`config.mk`:
```
export PLATFORM = sky130hd
export DESIGN_NAME = status_pin_source_select
export DESIGN_NICKNAME = d
export VERILOG_FILES = /design/src/inc/status_pin_pkg.sv /design/src/rtl/status_pin_source_select.sv /design/src/rtl/status_pin_halver.sv /design/src/rtl/status_pin_selector.sv
export SDC_FILE = /design/constraint.sdc
export NUM_CORES = 1
export LEC_CHECK = 0
export ABC_AREA = 1
export BUFFER_PORTS_ARGS = -buffer_cell sky130_fd_sc_hd__buf_4
export CAP_MARGIN = 25
export CORE_UTILIZATION = 45
export DETAILED_ROUTE_END_ITERATION = 10
export GPL_TIMING_DRIVEN = 0
export PLACE_DENSITY = 0.82
export REMOVE_ABC_BUFFERS = 1
export SETUP_SLACK_MARGIN = 0.2
export SLEW_MARGIN = 20
export SYNTH_ARGS = -nofsm -noshare
export SYNTH_HDL_FRONTEND = slang
export SYNTH_SLANG_ARGS = --single-unit
export TNS_END_PERCENT = 30
```
`constraint.sdc`:
```
create_clock -name clk_sys_in -period 1.2 [get_ports clk_sys_in]
set_input_delay 0.36 -clock clk_sys_in [delete_from_list [all_inputs] [get_ports clk_sys_in]]
set_output_delay 0.36 -clock clk_sys_in [all_outputs]
set_load 0.01 [all_outputs]
```
`src/inc/status_pin_pkg.sv`:
```
// Package with register map, field layout, reset values and source codes.
package status_pin_pkg;
	localparam logic [7:0] STATUS_PIN1_CONTROL_ADDR = 8'h1c;
	localparam logic [7:0] IRQ_STATUS_ADDR          = 8'h40;
	localparam logic [7:0] IRQ_MASK_ADDR            = 8'h44;
	localparam logic [7:0] INT_FLAG_ADDR            = 8'h48;
	localparam logic [7:0] INT_FLAG_MASK_ADDR       = 8'h4c;
	localparam logic [7:0] TEST_CTRL_ADDR           = 8'h50;
	localparam int SEL_MSB = 7;
	localparam int SEL_LSB = 4;
	localparam int POL_BIT = 3;
	localparam logic [3:0] SEL_RESET = 4'h2;
	localparam logic       POL_RESET = 1'b1;
	localparam int NUM_SRC   = 16;
	localparam int NUM_IRQ   = 4;
	localparam int FLAG_W    = 8;
	localparam int TEST_EN_BIT  = 0;
	localparam int TEST_VAL_BIT = 1;
	localparam int IRQ_WRITE_BIT   = 0;
	localparam int IRQ_PIN_RISE    = 1;
	localparam int IRQ_PIN_FALL    = 2;
	localparam int IRQ_FLAG_RISE   = 3;
	localparam logic [7:0] RD_ZERO = 8'h00;
	localparam logic [3:0] SRC_PRI_LOS     = 4'h0;
	localparam logic [3:0] SRC_SEC_LOS     = 4'h1;
	localparam logic [3:0] SRC_A_LOL       = 4'h2;
	localparam logic [3:0] SRC_A_RDIV      = 4'h3;
	localparam logic [3:0] SRC_A_NDIV      = 4'h4;
	localparam logic [3:0] SRC_B_LOL       = 4'h5;
	localparam logic [3:0] SRC_B_RDIV      = 4'h6;
	localparam logic [3:0] SRC_B_NDIV      = 4'h7;
	localparam logic [3:0] SRC_A_CAL       = 4'h8;
	localparam logic [3:0] SRC_B_CAL       = 4'h9;
	localparam logic [3:0] SRC_INTERRUPT_SUMMARY        = 4'ha;
	localparam logic [3:0] SRC_A_MDIV      = 4'hb;
	localparam logic [3:0] SRC_B_MDIV      = 4'hc;
	localparam logic [3:0] SRC_EEPROM      = 4'hd;
	localparam logic [3:0] SRC_A_SWITCH    = 4'he;
	localparam logic [3:0] SRC_B_SWITCH    = 4'hf;
	localparam int DIV_A_R = 0;
	localparam int DIV_A_N = 1;
	localparam int DIV_A_M = 2;
	localparam int DIV_B_R = 3;
	localparam int DIV_B_N = 4;
	localparam int DIV_B_M = 5;
	localparam int NUM_DIV = 6;
endpackage

```
`src/rtl/status_pin_source_select.sv`:
```
// Status pin B source selection, polarity, register port and interrupt.
// How it works
// - Selector in bits 7:4 of the control register, reset code 0x2.
// - Codes 0 and 1 show primary or secondary reference loss of signal.
// - Code 2 shows synthesizer A loss of lock, code 5 synthesizer B.
// - Codes 3 and 6 show halved reference divider when not bypassed.
// - Codes 4 and 7 show halved feedback divider of A or B.
// - Codes 0xB and 0xC show halved M divider when not bypassed.
// - Codes 8 and 9 show VCO calibration in progress for A or B.
// - 0xA interrupt summary, 0xD EEPROM busy, 0xE/0xF input switch events.
// - Interrupt summary is the OR of unmasked interrupt flag bits.
// - Bit 3 sets polarity, reset 1: one is active high, zero low.
// - Active test configuration overrides the normal source selection.
//
// The plain strobed port was decided locally.
`timescale 1ns/100ps
`default_nettype none
module status_pin_source_select (
	// Clock and reset
	input  wire logic                                clk_sys_in,
	input  wire logic                                nrst_in,
	// Register port
	input  wire logic [7:0]                          reg_addr_in,
	input  wire logic [7:0]                          reg_wdata_in,
	input  wire logic                                reg_wr_in,
	input  wire logic                                reg_rd_in,
	output logic      [7:0]                          reg_rdata_out,
	// Monitored conditions
	input  wire logic                                primary_reference_input_los_in,
	input  wire logic                                secondary_reference_input_los_in,
	input  wire logic                                synthesizer_a_loss_of_lock_in,
	input  wire logic                                synthesizer_b_loss_of_lock_in,
	input  wire logic                                synthesizer_a_cal_in,
	input  wire logic                                synthesizer_b_cal_in,
	input  wire logic                                eeprom_active_in,
	input  wire logic                                synthesizer_a_switch_in,
	input  wire logic                                synthesizer_b_switch_in,
	// Divider pulses and bypass states
	input  wire logic [status_pin_pkg::NUM_DIV-1:0]  div_pulse_in,
	input  wire logic [status_pin_pkg::NUM_DIV-1:0]  div_bypass_in,
	// Interrupt flag sources
	input  wire logic [status_pin_pkg::FLAG_W-1:0]   int_flag_set_in,
	// Status pin and interrupt
	output logic                                     status_pin_b_out,
	output logic                                     irq_out
);
	// Register fields, read data and pin state.
	logic [3:0] status_pin1_source_select_q;
	logic       status_pin1_polarity_q;
	logic [1:0] test_ctrl_q;
	logic [status_pin_pkg::FLAG_W-1:0]  int_flag_q;
	logic [status_pin_pkg::FLAG_W-1:0]  int_flag_mask_q;
	logic [status_pin_pkg::NUM_IRQ-1:0] irq_status_q;
	logic [status_pin_pkg::NUM_IRQ-1:0] irq_mask_q;
	logic [7:0] rdata_q;
	logic       pin_q;
	logic       pin_prev_q;
	logic       summary_prev_q;

	// One address compare serves both the write enables and the read mux.
	function automatic logic reg_hit(input logic [7:0] bus_addr,
		input logic [7:0] map_addr);
		reg_hit = bus_addr == map_addr;
	endfunction

	// Address decode.
	wire hit_ctrl  =
		reg_hit(reg_addr_in, status_pin_pkg::STATUS_PIN1_CONTROL_ADDR);
	wire hit_ists  =
		reg_hit(reg_addr_in, status_pin_pkg::IRQ_STATUS_ADDR);
	wire hit_imsk  =
		reg_hit(reg_addr_in, status_pin_pkg::IRQ_MASK_ADDR);
	wire hit_flag  =
		reg_hit(reg_addr_in, status_pin_pkg::INT_FLAG_ADDR);
	wire hit_fmsk  =
		reg_hit(reg_addr_in, status_pin_pkg::INT_FLAG_MASK_ADDR);
	wire hit_test  =
		reg_hit(reg_addr_in, status_pin_pkg::TEST_CTRL_ADDR);
	wire wr_ctrl   = reg_wr_in & hit_ctrl;
	wire wr_ists   = reg_wr_in & hit_ists;
	wire wr_imsk   = reg_wr_in & hit_imsk;
	wire wr_flag   = reg_wr_in & hit_flag;
	wire wr_fmsk   = reg_wr_in & hit_fmsk;
	wire wr_test   = reg_wr_in & hit_test;

	// Register fields as they arrive on the write data.
	wire [3:0] wr_sel = reg_wdata_in[
		status_pin_pkg::SEL_MSB:status_pin_pkg::SEL_LSB];
	wire       wr_pol = reg_wdata_in[status_pin_pkg::POL_BIT];
	wire [1:0] wr_tst = {reg_wdata_in[status_pin_pkg::TEST_VAL_BIT],
		reg_wdata_in[status_pin_pkg::TEST_EN_BIT]};

	// Interrupt summary from the flag register.
	wire interrupt_summary = |(int_flag_q & int_flag_mask_q);

	// Halved divider taps.
	logic [status_pin_pkg::NUM_DIV-1:0] div_half;
	status_pin_halver u_halver (
		.clk_sys_in   (clk_sys_in),
		.nrst_in      (nrst_in),
		.div_pulse_in (div_pulse_in),
		.div_half_out (div_half)
	);

	// A bypassed divider has no meaningful halved tap, so it reads low; the N taps take div_half and skip this.
	wire [status_pin_pkg::NUM_DIV-1:0] div_tap = div_half & ~div_bypass_in;

	// Source vector indexed by selector code.
	logic [status_pin_pkg::NUM_SRC-1:0] src;
	assign src[status_pin_pkg::SRC_PRI_LOS] =
		primary_reference_input_los_in;
	assign src[status_pin_pkg::SRC_SEC_LOS] =
		secondary_reference_input_los_in;
	assign src[status_pin_pkg::SRC_A_LOL] =
		synthesizer_a_loss_of_lock_in;
	assign src[status_pin_pkg::SRC_B_LOL] =
		synthesizer_b_loss_of_lock_in;
	assign src[status_pin_pkg::SRC_A_RDIV] =
		div_tap[status_pin_pkg::DIV_A_R];
	assign src[status_pin_pkg::SRC_B_RDIV] =
		div_tap[status_pin_pkg::DIV_B_R];
	assign src[status_pin_pkg::SRC_A_NDIV] =
		div_half[status_pin_pkg::DIV_A_N];
	assign src[status_pin_pkg::SRC_B_NDIV] =
		div_half[status_pin_pkg::DIV_B_N];
	assign src[status_pin_pkg::SRC_A_MDIV] =
		div_tap[status_pin_pkg::DIV_A_M];
	assign src[status_pin_pkg::SRC_B_MDIV] =
		div_tap[status_pin_pkg::DIV_B_M];
	assign src[status_pin_pkg::SRC_A_CAL] = synthesizer_a_cal_in;
	assign src[status_pin_pkg::SRC_B_CAL] = synthesizer_b_cal_in;
	assign src[status_pin_pkg::SRC_INTERRUPT_SUMMARY] = interrupt_summary;
	assign src[status_pin_pkg::SRC_EEPROM] = eeprom_active_in;
	assign src[status_pin_pkg::SRC_A_SWITCH] =
		synthesizer_a_switch_in;
	assign src[status_pin_pkg::SRC_B_SWITCH] =
		synthesizer_b_switch_in;

	logic selected;
	status_pin_selector u_selector (
		.sel_in    (status_pin1_source_select_q),
		.src_in    (src),
		.level_out (selected)
	);

	// Test override, then polarity.
	wire test_en = test_ctrl_q[status_pin_pkg::TEST_EN_BIT];
	wire test_val = test_ctrl_q[status_pin_pkg::TEST_VAL_BIT];
	wire pin_d = test_en ? test_val :
		(status_pin1_polarity_q ? selected : ~selected);

	// Interrupt events.
	logic [status_pin_pkg::NUM_IRQ-1:0] irq_event;
	assign irq_event[status_pin_pkg::IRQ_WRITE_BIT] = wr_ctrl;
	assign irq_event[status_pin_pkg::IRQ_PIN_RISE] = pin_q & ~pin_prev_q;
	assign irq_event[status_pin_pkg::IRQ_PIN_FALL] = ~pin_q & pin_prev_q;
	assign irq_event[status_pin_pkg::IRQ_FLAG_RISE] =
		interrupt_summary & ~summary_prev_q;

	// Write-one-to-clear masks, zero unless that register is written.
	wire [status_pin_pkg::NUM_IRQ-1:0] irq_clr =
		wr_ists ? reg_wdata_in[status_pin_pkg::NUM_IRQ-1:0] : '0;
	wire [status_pin_pkg::FLAG_W-1:0]  flag_clr =
		wr_flag ? reg_wdata_in : '0;

	// Set wins over a write-one clear in the same cycle.
	wire [status_pin_pkg::NUM_IRQ-1:0] irq_status_d =
		irq_event | (irq_status_q & ~irq_clr);
	wire [status_pin_pkg::FLAG_W-1:0]  int_flag_d =
		int_flag_set_in | (int_flag_q & ~flag_clr);

	// Read mux; reserved bits read zero so software need not mask them.
	wire [7:0] ctrl_rd = {status_pin1_source_select_q,
		status_pin1_polarity_q, 3'h0};
	wire [7:0] rd_mux =
		hit_ctrl ? ctrl_rd :
		hit_ists ? {4'h0, irq_status_q} :
		hit_imsk ? {4'h0, irq_mask_q} :
		hit_flag ? int_flag_q :
		hit_fmsk ? int_flag_mask_q :
		hit_test ? {6'h00, test_ctrl_q} :
		status_pin_pkg::RD_ZERO;

	// Read data stand for one cycle only, so an idle bus reads zero.
	wire [7:0] rdata_d = reg_rd_in ? rd_mux : status_pin_pkg::RD_ZERO;

	always_ff @(posedge clk_sys_in or negedge nrst_in) begin
		if (!nrst_in) begin
			status_pin1_source_select_q <= status_pin_pkg::SEL_RESET;
			status_pin1_polarity_q <= status_pin_pkg::POL_RESET;
		end else if (wr_ctrl) begin
			status_pin1_source_select_q <= wr_sel;
			status_pin1_polarity_q <= wr_pol;
		end
	end

	always_ff @(posedge clk_sys_in or negedge nrst_in) begin
		if (!nrst_in) begin
			test_ctrl_q <= 2'h0;
		end else if (wr_test) begin
			test_ctrl_q <= wr_tst;
		end
	end

	always_ff @(posedge clk_sys_in or negedge nrst_in) begin
		if (!nrst_in) begin
			irq_mask_q <= '0;
		end else if (wr_imsk) begin
			irq_mask_q <= reg_wdata_in[status_pin_pkg::NUM_IRQ-1:0];
		end
	end

	always_ff @(posedge clk_sys_in or negedge nrst_in) begin
		if (!nrst_in) begin
			int_flag_mask_q <= '0;
		end else if (wr_fmsk) begin
			int_flag_mask_q <= reg_wdata_in;
		end
	end

	// Sticky bits; the next values already let a set beat a clear.
	always_ff @(posedge clk_sys_in or negedge nrst_in) begin
		if (!nrst_in) begin
			irq_status_q <= '0;
			int_flag_q <= '0;
		end else begin
			irq_status_q <= irq_status_d;
			int_flag_q <= int_flag_d;
		end
	end

	always_ff @(posedge clk_sys_in or negedge nrst_in) begin
		if (!nrst_in) begin
			rdata_q <= status_pin_pkg::RD_ZERO;
		end else begin
			rdata_q <= rdata_d;
		end
	end

	// Registering the pin costs one cycle but keeps it glitch free.
	always_ff @(posedge clk_sys_in or negedge nrst_in) begin
		if (!nrst_in) begin
			pin_q <= 1'b0;
		end else begin
			pin_q <= pin_d;
		end
	end

	// Edge history for the pin and summary interrupt events.
	always_ff @(posedge clk_sys_in or negedge nrst_in) begin
		if (!nrst_in) begin
			pin_prev_q <= 1'b0;
			summary_prev_q <= 1'b0;
		end else begin
			pin_prev_q <= pin_q;
			summary_prev_q <= interrupt_summary;
		end
	end

	assign reg_rdata_out = rdata_q;
	assign status_pin_b_out = pin_q;
	assign irq_out = |(irq_status_q & irq_mask_q);
endmodule
`default_nettype wire

```
`src/rtl/status_pin_halver.sv`:
```
// Divide-by-two toggles for the divider tap outputs.
`timescale 1ns/100ps
`default_nettype none
module status_pin_halver (
	// Clock and reset
	input  wire logic                                clk_sys_in,
	input  wire logic                                nrst_in,
	// Divider pulses and halved levels
	input  wire logic [status_pin_pkg::NUM_DIV-1:0]  div_pulse_in,
	output logic      [status_pin_pkg::NUM_DIV-1:0]  div_half_out
);
	logic [status_pin_pkg::NUM_DIV-1:0] half_q;
	logic [status_pin_pkg::NUM_DIV-1:0] half_d;

	genvar i;
	generate
		for (i = 0; i < status_pin_pkg::NUM_DIV; i = i + 1) begin : g_half
			// Toggling on each divider pulse gives a square wave at half rate.
			assign half_d[i] = half_q[i] ^ div_pulse_in[i];
		end
	endgenerate

	always_ff @(posedge clk_sys_in or negedge nrst_in) begin
		if (!nrst_in) begin
			half_q <= '0;
		end else begin
			half_q <= half_d;
		end
	end

	assign div_half_out = half_q;
endmodule
`default_nettype wire

```
`src/rtl/status_pin_selector.sv`:
```
// Sixteen-way source mux for the status pin.
`timescale 1ns/100ps
`default_nettype none
module status_pin_selector (
	// Selection
	input  wire logic [3:0]                             sel_in,
	input  wire logic [status_pin_pkg::NUM_SRC-1:0]     src_in,
	// Selected level
	output logic                                        level_out
);
	assign level_out = src_in[sel_in];
endmodule
`default_nettype wire

```
# ---- Yosys cells after proc, flatten, opt, wreduce, memory -nomap -nowiden
# Cells that the tools add are included.
dict set report word_totals {
  register_bits 48
  output_inout_bits 10
  wordCells 63
}
dict set report op_classes {
  reduce_logical 2
  n_lt_le_gt_ge 1
  eq_ne 6
  mux 13
  bitwise 29
}
# cell count
set op_table {}
lappend op_table {{two-way mux 8 bit} 7}
lappend op_table {{equality test 8 x 7 -> 1 bit, second input constant} 5}
lappend op_table {{bitwise AND 8 bit} 2}
lappend op_table {{bitwise AND 1 bit} 9}
lappend op_table {{bitwise AND 4 bit} 2}
lappend op_table {{equality test 8 x 5 -> 1 bit, second input constant} 1}
lappend op_table {{inverter 8 bit} 1}
lappend op_table {{OR 8 bit} 1}
lappend op_table {{OR reduction 8 bit} 1}
lappend op_table {{bitwise AND 6 bit} 1}
lappend op_table {{inverter 6 bit} 1}
lappend op_table {{bitwise XOR 1 bit} 6}
lappend op_table {{< comparator 4 x 5 -> 1 bit, second input constant} 1}
lappend op_table {{binary-select mux 1 bit (select 4 bit)} 1}
lappend op_table {{two-way mux 4 bit} 1}
lappend op_table {{inverter 1 bit} 4}
lappend op_table {{inverter 4 bit} 1}
lappend op_table {{OR 4 bit} 1}
lappend op_table {{OR reduction 4 bit} 1}
lappend op_table {{two-way mux 1 bit} 3}
lappend op_table {{two-way mux 2 bit} 1}

# ---- Logic depth before layout (Yosys ltp)
# Gate-level depths: netlist (run 1).
dict set report logic_depth {
  depth_word 8
  depth_mapped 12
  depth_no_buf 12
}

# ---- By module
# Synthesis (run 1) repeated with hierarchy kept, for this count alone.
dict set report hier_totals {
  cells_unflattened 327
  area_unflattened_um2 2602.5
}
# module seq_area_each_um2 area_per_inst_um2 instances cells_each
set by_module_without_submodules {}
lappend by_module_without_submodules {status_pin_source_select 1053.5 2109.5 1 241}
lappend by_module_without_submodules {status_pin_halver 150.1 262.8 1 36}
lappend by_module_without_submodules {status_pin_selector 0.0 230.2 1 50}

# ---- Worst setup path before layout (run 1)
# Ideal clock, no wire load.
dict set report synth_path {
  path_type {input to register}
  startpoint {in reg_addr_in[6]}
  endpoint {reg int_flag_mask_q[5] in the netlist's numbering}
  slack_ps -96
  arrival_ps 1177
  n_path_buf 1
  setup_time_ps 119
  stages 8
  cell_sequence {inv_1 nor2_2 nand3_2 nor2_4 nand2_4 buf_6 nand2_1 o21ai_2}
}
dict set report synth_via {
  elab_chain_len 2
}
# item line
set synth_lines {}
lappend synth_lines {{start: declaration} status_pin_source_select.sv:23} ;# input wire logic [7:0] reg_addr_in,
lappend synth_lines {{equality test 8 x 7 -> 1 bit} status_pin_source_select.sv:63} ;# reg_hit = bus_addr == map_addr;
lappend synth_lines {{bitwise AND 1 bit} status_pin_source_select.sv:83} ;# wire wr_fmsk = reg_wr_in & hit_fmsk;
lappend synth_lines {{end signal: assignment} status_pin_source_select.sv:217} ;# int_flag_mask_q <= reg_wdata_in;
lappend synth_lines {{end: declaration} status_pin_source_select.sv:52} ;# logic [status_pin_pkg::FLAG_W-1:0] int_flag_mask_q;
# No other way between the ends.
# A chain may end at the register's enable or synchronous reset.

# ---- Worst setup path after layout (run 1)
dict set report layout_path {
  startpoint {reg status_pin1_source_select_q[0]}
  endpoint {reg pin_q, in the netlist status_pin_b_out}
}
dict set report layout_via {
  elab_chain_len 5
}
# item line
set layout_lines {}
lappend layout_lines {{start: declaration} status_pin_source_select.sv:48} ;# logic [3:0] status_pin1_source_select_q;
lappend layout_lines {{start signal: assignment} status_pin_source_select.sv:189} ;# status_pin1_source_select_q <= status_pin_pkg::SEL_RESET;
lappend layout_lines {{start signal: assignment} status_pin_source_select.sv:192} ;# status_pin1_source_select_q <= wr_sel;
lappend layout_lines {{binary-select mux 1 bit (select 4 bit) *} status_pin_selector.sv:11} ;# assign level_out = src_in[sel_in];
lappend layout_lines {{two-way mux 1 bit (not written as such) *} status_pin_selector.sv:11}
lappend layout_lines {{inverter 1 bit} status_pin_source_select.sv:150} ;# (status_pin1_polarity_q ? selected : ~selected);
lappend layout_lines {{two-way mux 1 bit *} status_pin_source_select.sv:150}
lappend layout_lines {{two-way mux 1 bit *} status_pin_source_select.sv:149} ;# wire pin_d = test_en ? test_val :
lappend layout_lines {{net pin_d} status_pin_source_select.sv:149}
lappend layout_lines {{end signal: assignment} status_pin_source_select.sv:245} ;# pin_q <= pin_d;
lappend layout_lines {{end: declaration} status_pin_source_select.sv:56} ;# logic pin_q;
# The timed path passes the listed nets; every way through them passes the cells marked *. The select of a mux whose other input is x is not followed.

==> flow_summary.toml, run 1 <==
[floorplanning]
die_w_um = 75.2
ioPinCount = 59
rows = 26
core_region_area_mm2 = 0.00514
die_h_um = 75.2
start_util = 0.469
dieArea_mm2 = 0.00566

[synthesis]
ys_ff_latch = 48
yosysUniqueCellTypes = 30
netlist_area_mm2 = 0.00241
synth_warnings = 0
syn_area_per_cell_um2 = 8.29
ys_seq_area_frac = 0.499
synthCells = 291

[power]
vdd.ir_drop.worst_mv = 0.830
p_seq_frac = 0.507
p_leak_nw = 1.84
powerDensity_mw_per_mm2 = 991
switching_share = 0.279
comb_power_share = 0.185
p_switching_mw = 1.05
clock_power_share = 0.308
internal_power_mw = 2.71
power_mw = 3.76

[timing]
rsz0062_at_grt = "true"
slew_viol_final = 0
setup_ws_ns = -0.382
setup_viol = 5
hold_slack_ns = 0.0444
period_share = 1.32
layout_min_cycle_time_ns = 1.58
worst_slew_pin_slew_ns = 0.595
skew_ns = 0.00853
slew_headroom = 0.603
fin_tns_setup_ns = -0.759
max_freq_mhz = 632
finalHoldViolations = 0

[cts]
cts.clk_slew.worst_paths_ns = 0.09
cts-hold-fix-buffers = 0
cts_buffers = 5
root_buffer = "clkbuf_8"
clkSinkCount = 48
clk_latency_ns = 0.31
cts_buffer_depth = 2
cts_tree = "yes"
h-tree-depth = 2

[layout]
drive_above_1_share = 0.525
diodes = 0
final_common_cell = "nand2_1"
final_cell_mix = "nand2_1 (71), buf_4 (67), dfrtp_1 (45)"
final_cells = 457
fin_util = 0.738
synthToLayoutAreaGrowth_pct = 57.3
layout.nets = 435

[drt]
viasPerCell = 5.58
drt-wirelength-per-cell_um = 17.3
dr.pass1.iters = 5
drtIter0Drc = 315
routed_wl_um = 7910
post-route-drc-count = 0
vias = 2548
final_antenna_net_count = 0

[job]
cap_violations = 0

[worst_setup_path]
cp.required_ns = 1.40
worst-r2r-cell-count = 10
worstSetupEndpointType = "flip-flop"
worst-path-max-fanout = 7
worstSetupPathType = "reg -> reg"
arrival_ns = 1.79
cp-start-kind = "flip-flop"

[grt]
antenna_found_initial = 0
grt_pass1_wl_um = 10200
grt_usage = 0.246
grt_overflow_total = 0
grt_max_degree = 49
grt_pass1_vias = 2241

[outcome]
violations = "setup timing"
status = "complete, but fails checks"

[place]
routabilityCongestion = 0.829
dp.cells = 414
place.port_buffers = 56
hpwlAfterDp_um = 3900

[worst_hold_path]
hp-class = "in -> async"
-- registers in the layout, indices dropped and copies added (netlist names) --
| name | cells |
|---|---|
| status_pin_b_out | 1 |
| summary_prev_q | 1 |
| status_pin1_polarity_q | 1 |
| int_flag_q | 8 |
| reg_rdata_out | 8 |
| status_pin1_source_select_q | 4 |
| irq_status_q | 4 |
| u_halver.div_half_out | 6 |
| int_flag_mask_q | 8 |
| irq_mask_q | 4 |
| pin_prev_q | 1 |
| test_ctrl_q | 2 |
-- cell families (layout without fill, tap and decap cells) --
kind of cell,Yosys count,after routing,share of synthesized area
AO/OA/AOI/OAI,56,56,0.143
XOR/XNOR,6,6,0.0218
buffers and inverters,43,137,0.0747
flip-flops,48,48,0.499
AND/OR/NAND/NOR,138,140,0.261
-- metrics by stage --
| stage | setup slack, ns | cell area (µm²) |
|---|---|---|
| final | -0.382 | 3790 |
| after global routing | -0.442 | 3790 |
| after CTS | -0.195 | 3520 |
| after detailed placement | -0.385 | 2890 |
| after global placement | -0.328 | 2890 |
| after floorplan | -0.113 | 2380 |
-- per-layer routing --
| metal | global-route usage | part of all wire |
|---|---|---|
| met1 | 0.307 | 0.40 |
| met2 | 0.405 | 0.49 |
| met3 | 0.0549 | 0.071 |
| met4 | 0.119 | 0.043 |
| met5 | 0 | 0 |
-- synth_stat cells --
cell type	number	area, µm²
nand4_1	1	6.26
nor3b_2	1	12.5
buf_6	2	22.5
nor2_1	11	41.3
nand2_4	2	22.5
nand3_2	2	20.0
dfstp_2	2	52.6
inv_4	1	6.26
o211ai_1	2	15.0
a21oi_1	11	55.1
inv_2	4	15.0
nor2_2	2	12.5
o2111ai_1	1	8.76
a41oi_1	1	8.76
o31ai_1	1	7.51
nor3_2	1	10.0
nor3_1	1	5.00
buf_2	1	5.00
nand2_2	5	31.3
a31oi_1	1	6.26
inv_1	35	131
nor3_4	2	32.5
o21ai_0	20	100
nor2_4	1	11.3
xor2_1	6	52.6
o21ai_1	6	30.0
nand3_1	13	65.1
dfrtp_1	46	1150
nand2_1	96	360
o21ai_2	13	114
-- power groups by stage --
| stage | Sequential, mW | Combinational [mW] | Clock, mW |
|---|---|---|---|
| global placement | 1.92 | 0.473 | 0 |
| global route | 1.92 | 0.755 | 1.24 |
| CTS | 1.89 | 0.597 | 1.18 |
| finish | 1.91 | 0.695 | 1.16 |
| floorplan | 1.90 | 0.259 | 0 |
| detailed placement | 1.93 | 0.494 | 0 |
-- area by class of cell --
class / instances / area (µm²)
Multi-Input combinational cell: 202 / 1420
Fill cell: 341 / 1350
Sequential cell: 48 / 1200
Timing Repair Buffer: 89 / 779
Inverter: 40 / 190
Tap cell: 70 / 87.6
Clock buffer: 6 / 72.6
Clock inverter: 2 / 35.0
-- critical path: stages, from the launching register on --
cell and delay, ns:
dfrtp_2 0.48, inv_4 0.12, nand2_2 0.08, nand3_4 0.08, nand2_2 0.06, a21oi_2 0.22, nor2_1 0.12, nand2_1 0.09
nand3_1 0.09, nand3_2 0.09, nand2_1 0.05
-- timing repair --
item	in CTS	in global routing
gates cloned	1	1
buffers inserted	26	7
gates resized for setup	99	49
pin swaps	57	45
endpoints found under the setup margin	50	50
-- final timing paths --
path | endpoint | from | slack [ns]
max reg2reg | status_pin_b_out | status_pin1_source_select_q[0] | -0.38
min in group clk_sys_in | u_halver.div_half_out[4] | div_pulse_in[4] | 0.21
min | u_halver.div_half_out[3] | nrst_in | 0.04
max in group asynchronous | status_pin1_source_select_q[0] | nrst_in | 0.72
min reg2reg | u_halver.div_half_out[4] | u_halver.div_half_out[4] | 0.48
max | status_pin_b_out | status_pin1_source_select_q[0] | -0.38
(Power assumes the default switching activity.)
==> run 2, diff against run 1 <==
--- a/config.mk
+++ b/config.mk
@@ -9,6 +9,7 @@
 export BUFFER_PORTS_ARGS = -buffer_cell sky130_fd_sc_hd__buf_4
 export CAP_MARGIN = 25
 export CORE_UTILIZATION = 45
+export CTS_BUF_LIST = sky130_fd_sc_hd__clkbuf_4
 export DETAILED_ROUTE_END_ITERATION = 10
 export GPL_TIMING_DRIVEN = 0
 export PLACE_DENSITY = 0.82
==> flow_summary.toml, run 2 (synthesis results as in run 1) <==
[floorplanning]
dieArea_mm2 = 0.00566
start_util = 0.469
die_h_um = 75.2
die_w_um = 75.2
core_region_area_mm2 = 0.00514
ioPinCount = 59
rows = 26

[worst_setup_path]
arrival_ns = 1.19
worst-path-max-fanout = 2
worst-r2r-cell-count = 12
startpoint = "irq_mask_q[1]"
cp-start-kind = "flip-flop"
timing.rr.end = "status_pin_b_out"
worstSetupPathType = "reg -> out"
cp.required_ns = 0.84
worstSetupEndpointType = "output port"
r2r_start = "int_flag_mask_q[6]"
r2r_slack_ns = -0.33

[layout]
synthToLayoutAreaGrowth_pct = 61.5
drive_above_1_share = 0.549
nFillCells = 313
final_cells = 465
diodes = 0
design_area_mm2 = 0.00390
multi_input_area_mm2 = 0.00146
final_common_cell = "buf_4"
final-seq-area_mm2 = 0.00120
layout.nets = 443
final_cell_mix = "buf_4 (71), nand2_1 (67), dfrtp_1 (45)"

[power]
powerDensity_mw_per_mm2 = 947
internal_power_mw = 2.59
p_leak_nw = 1.94
vdd.ir_drop.worst_mv = 0.570
switching_share = 0.299
p_switching_mw = 1.10
comb_power_share = 0.205
p_seq_frac = 0.520
clock_power_share = 0.274
power_mw = 3.69

[job]
cap_violations = 0

[drt]
viasPerCell = 5.79
vias = 2693
drtIter0Drc = 306
post-route-drc-count = 0
final_antenna_net_count = 0
drt-wirelength-per-cell_um = 18.9
dr.pass1.iters = 5
routed_wl_um = 8810

[place]
post_dp_cell_area_mm2 = 0.00289
routabilityCongestion = 0.829
hpwlAfterDp_um = 3900
place.port_buffers = 56
dp.cells = 414

[worst_hold_path]
hold-path-endpoint = "int_flag_q[5]"
hold_depth = 3
min_from = "int_flag_set_in[5]"
hp-class = "in -> reg"

[grt]
grt_usage = 0.237
grt_pass1_vias = 2127
grt_overflow_total = 0
grt_pass1_wl_um = 9850
grt_max_degree = 49
antenna_found_initial = 0

[timing]
setup_viol = 18
period_share = 1.29
rsz0062_at_grt = "true"
skew_ns = 0.0187
layout_min_cycle_time_ns = 1.55
max_freq_mhz = 647
setup_ws_ns = -0.346
worst_slew_pin_slew_ns = 0.431
slew_viol_final = 0
slew_headroom = 0.713
hold_slack_ns = 0.128
finalHoldViolations = 0

[cts]
root_buffer = "clkbuf_4"
cts.clk_slew.worst_paths_ns = 0.15
clkSinkCount = 48
cts_tree = "yes"
cts_buffers = 5
clk_latency_ns = 0.39
h-tree-depth = 2
cts_buffer_depth = 2

[outcome]
violations = "setup timing"
status = "complete, but fails checks"
[run 2: cell count changes in the layout (fill, tap and decap cells not counted), sizes merged]
cell,change
inv,-2
clkinv,+2
nand2,-1
dlygate4sd3,+1
buf,+8
[run 2: worst max path at each step]
stage | cells after the start | to
after CTS | 3 | irq_out
final | 3 | irq_out
after detailed placement | 9 | status_pin1_source_select_q[2]
after global placement | 9 | status_pin1_source_select_q[0]
after global routing | 12 | status_pin_b_out
after floorplan | 9 | status_pin_b_out
[run 2: routing by layer]
layer,global-route usage,share of wire
met1,0.301,0.37
met2,0.389,0.48
met3,0.0402,0.092
met4,0.126,0.058
met5,0,0
[run 2: power groups by stage]
stage | registers, mW | logic [mW] | clock network, mW
detailed placement | 1.93 | 0.494 | 0
finish | 1.92 | 0.757 | 1.01
global placement | 1.92 | 0.473 | 0
CTS | 1.90 | 0.580 | 0.993
floorplan | 1.90 | 0.259 | 0
global route | 1.94 | 0.808 | 1.09
[run 2: area by class of cell]
type | count | area share
clock buffers | 6 | 0.0116
clock inverters | 2 | 0.00899
inverters | 40 | 0.0520
multi-input cells | 201 | 0.375
flip-flops and latches | 48 | 0.309
well taps | 70 | 0.0225
repair buffers | 98 | 0.221
[run 2: metrics by stage]
step | setup slack, ns | TNS [ns] | util
after floorplan | -0.113 | -1.31 | -
after global placement | -0.328 | -10.41 | 0.563
after detailed placement | -0.385 | -12.00 | 0.563
after CTS | -0.277 | -0.923 | 0.656
after global routing | -0.443 | -2.00 | 0.758
final | -0.346 | -1.55 | 0.758
[run 2: what timing repair did]
action	CTS	global route
pin swaps	48	59
cloned	1	0
gates resized for setup	95	81
hold endpoints to repair	22	0
endpoints found under the setup margin	50	89
hold buffers	1	0
setup buffers	14	27
[run 2: critical path, stage by stage (launching register included)]
cell     delay, ns
dfrtp_1       0.44
nand2_1       0.08
nand4_1       0.12
buf_4         0.17
==> run 3, diff against run 2 <==
--- a/config.mk
+++ b/config.mk
@@ -12,8 +12,8 @@
 export CTS_BUF_LIST = sky130_fd_sc_hd__clkbuf_4
 export DETAILED_ROUTE_END_ITERATION = 10
 export GPL_TIMING_DRIVEN = 0
+export HOLD_SLACK_MARGIN = 0.05
 export PLACE_DENSITY = 0.82
-export REMOVE_ABC_BUFFERS = 1
 export SETUP_SLACK_MARGIN = 0.2
 export SLEW_MARGIN = 20
 export SYNTH_ARGS = -nofsm -noshare
==> flow_summary.toml, run 3 (synthesis results as in run 1) <==
[outcome]
status = "complete, but fails checks"
violations = "setup timing"

[worst_setup_path]
worst-path-max-fanout = 3
slowest_stage = "dfrtp_1"
worstSetupEndpointType = "flip-flop"
cp-start-kind = "flip-flop"
arrival_ns = 1.85
cpPeakStageDelay_ns = 0.44
critPathMostFrequentCell = "nand2_1"
cp.required_ns = 1.48
cp.depth = 12
worst-r2r-cell-count = 12
path_buf_inv = 0
worstSetupPathType = "reg -> reg"
crit_family = "simple AND/OR/NAND/NOR gates"
crit_chain = "nand2_1 -> nand2_1 -> nor2_1 -> nand2_1 -> nand2_1 -> nand2_1 -> nand2_1 -> nand2_2 -> nand2_1 -> nand2_1 -> nand3_1 -> nand2_1"

[drt]
dr.pass1.iters = 7
drtIter0Drc = 247
routed_wl_um = 7900
viasPerCell = 5.34
vias = 2478
post-route-drc-count = 0
drt-wirelength-per-cell_um = 17.0
final_antenna_net_count = 0

[cts]
clkSinkCount = 48
cts.clk_slew.worst_paths_ns = 0.14
clk_latency_ns = 0.39
root_buffer = "clkbuf_4"
cts_tree = "yes"
h-tree-depth = 2
cts_buffers = 5
cts_buffer_depth = 2

[layout]
drive_above_1_share = 0.530
design_area_mm2 = 0.00386
final_cell_mix = "nand2_1 (66), buf_4 (66), dfrtp_1 (46)"
nFillCells = 338
fin_util = 0.751
diodes = 0
synthToLayoutAreaGrowth_pct = 60.0
layout.nets = 442

[place]
routabilityCongestion = 0.813
hpwlAfterDp_um = 3960
post_dp_cell_area_mm2 = 0.00299
place.port_buffers = 56

[job]
cap_violations = 0

[power]
power_mw = 3.43
vdd.ir_drop.worst_mv = 0.577
powerDensity_mw_per_mm2 = 890
p_leak_nw = 1.87

[timing]
finalHoldViolations = 0
fin_tns_setup_ns = -1.32
hold_slack_ns = 0.127
max_freq_mhz = 637
worst_slew_pin_slew_ns = 0.430
setup_ws_ns = -0.370
rsz0062_at_grt = "true"
setup_viol = 12
period_share = 1.31
skew_ns = 0.0123
layout_min_cycle_time_ns = 1.57
slew_viol_final = 0
slew_headroom = 0.713

[grt]
grt_overflow_total = 0
grt_pass1_wl_um = 10100
grt_pass1_vias = 2233
grt_max_degree = 49
grt_usage = 0.242
antenna_found_initial = 0

[floorplanning]
die_w_um = 75.2
start_util = 0.469
core_region_area_mm2 = 0.00514
rows = 26
die_h_um = 75.2
ioPinCount = 59
dieArea_mm2 = 0.00566

[worst_hold_path]
hp-class = "in -> reg"
hold_depth = 2

[synthesis]
synth_nets = 340
==> run 3: final cells by class <==
type,instances,area [µm²],area share
inverters,40,211,0.0548
well taps,70,87.6,0.0227
clock inverters,1,3.75,0.000973
clock buffers,7,52.6,0.0136
repair buffers,94,846,0.219
multi-input cells,201,1410,0.366
flip-flops and latches,48,1200,0.312
plain buffers,3,42.5,0.0110
==> run 3: layer usage <==
| layer | vias to the layer above | track usage | wire (µm) |
|---|---|---|---|
| li1 | 1132 | - | - |
| met1 | 1152 | 0.308 | 3120 |
| met2 | 143 | 0.397 | 3810 |
| met3 | 51 | 0.0442 | 555 |
| met4 | 0 | 0.126 | 407 |
| met5 | - | 0 | 0 |
==> run 3: path summary, 6_finish.rpt <==
check	start	endpoint	slack [ns]
worst max-delay path	int_flag_mask_q[2]	status_pin_b_out	-0.37
worst min register to register	u_halver.div_half_out[4]	u_halver.div_half_out[4]	0.48
min in group asynchronous	nrst_in	u_halver.div_half_out[4]	0.45
worst min-delay path	div_pulse_in[5]	u_halver.div_half_out[5]	0.13
worst max register to register	int_flag_mask_q[2]	status_pin_b_out	-0.37
max in group asynchronous	nrst_in	status_pin1_source_select_q[1]	0.41
==> run 3: worst reg2reg max path, delay by kind of cell (launching register included) <==
kind             cells  cell delay, ns
AND/OR/NAND/NOR     12            1.02
flip-flops           1            0.44
==> run 3: report_power, final <==
group	internal, mW	switching (mW)
sequential	1.78	0.125
clock	0.271	0.525
combinational	0.351	0.385
==> run 3: repair_timing <==
item | in CTS | in global routing
endpoints found under the setup margin | 49 | 96
setup buffers | 18 | 18
cloned | 2 | 0
resized for setup | 65 | 75
pin swaps | 42 | 57
endpoints found under the hold margin | 46 | 0
hold buffers | 1 | 0
==> run 3: through the flow <==
| step | std cells | worst slack (ns) |
|---|---|---|
| 2_1_floorplan | 291 | -0.0716 |
| 4_1_cts | 446 | -0.278 |
| 3_3_place_gp | 417 | -0.320 |
| 3_5_place_dp | 417 | -0.325 |
| 5_1_grt | 464 | -0.531 |
| 6_report | 464 | -0.370 |
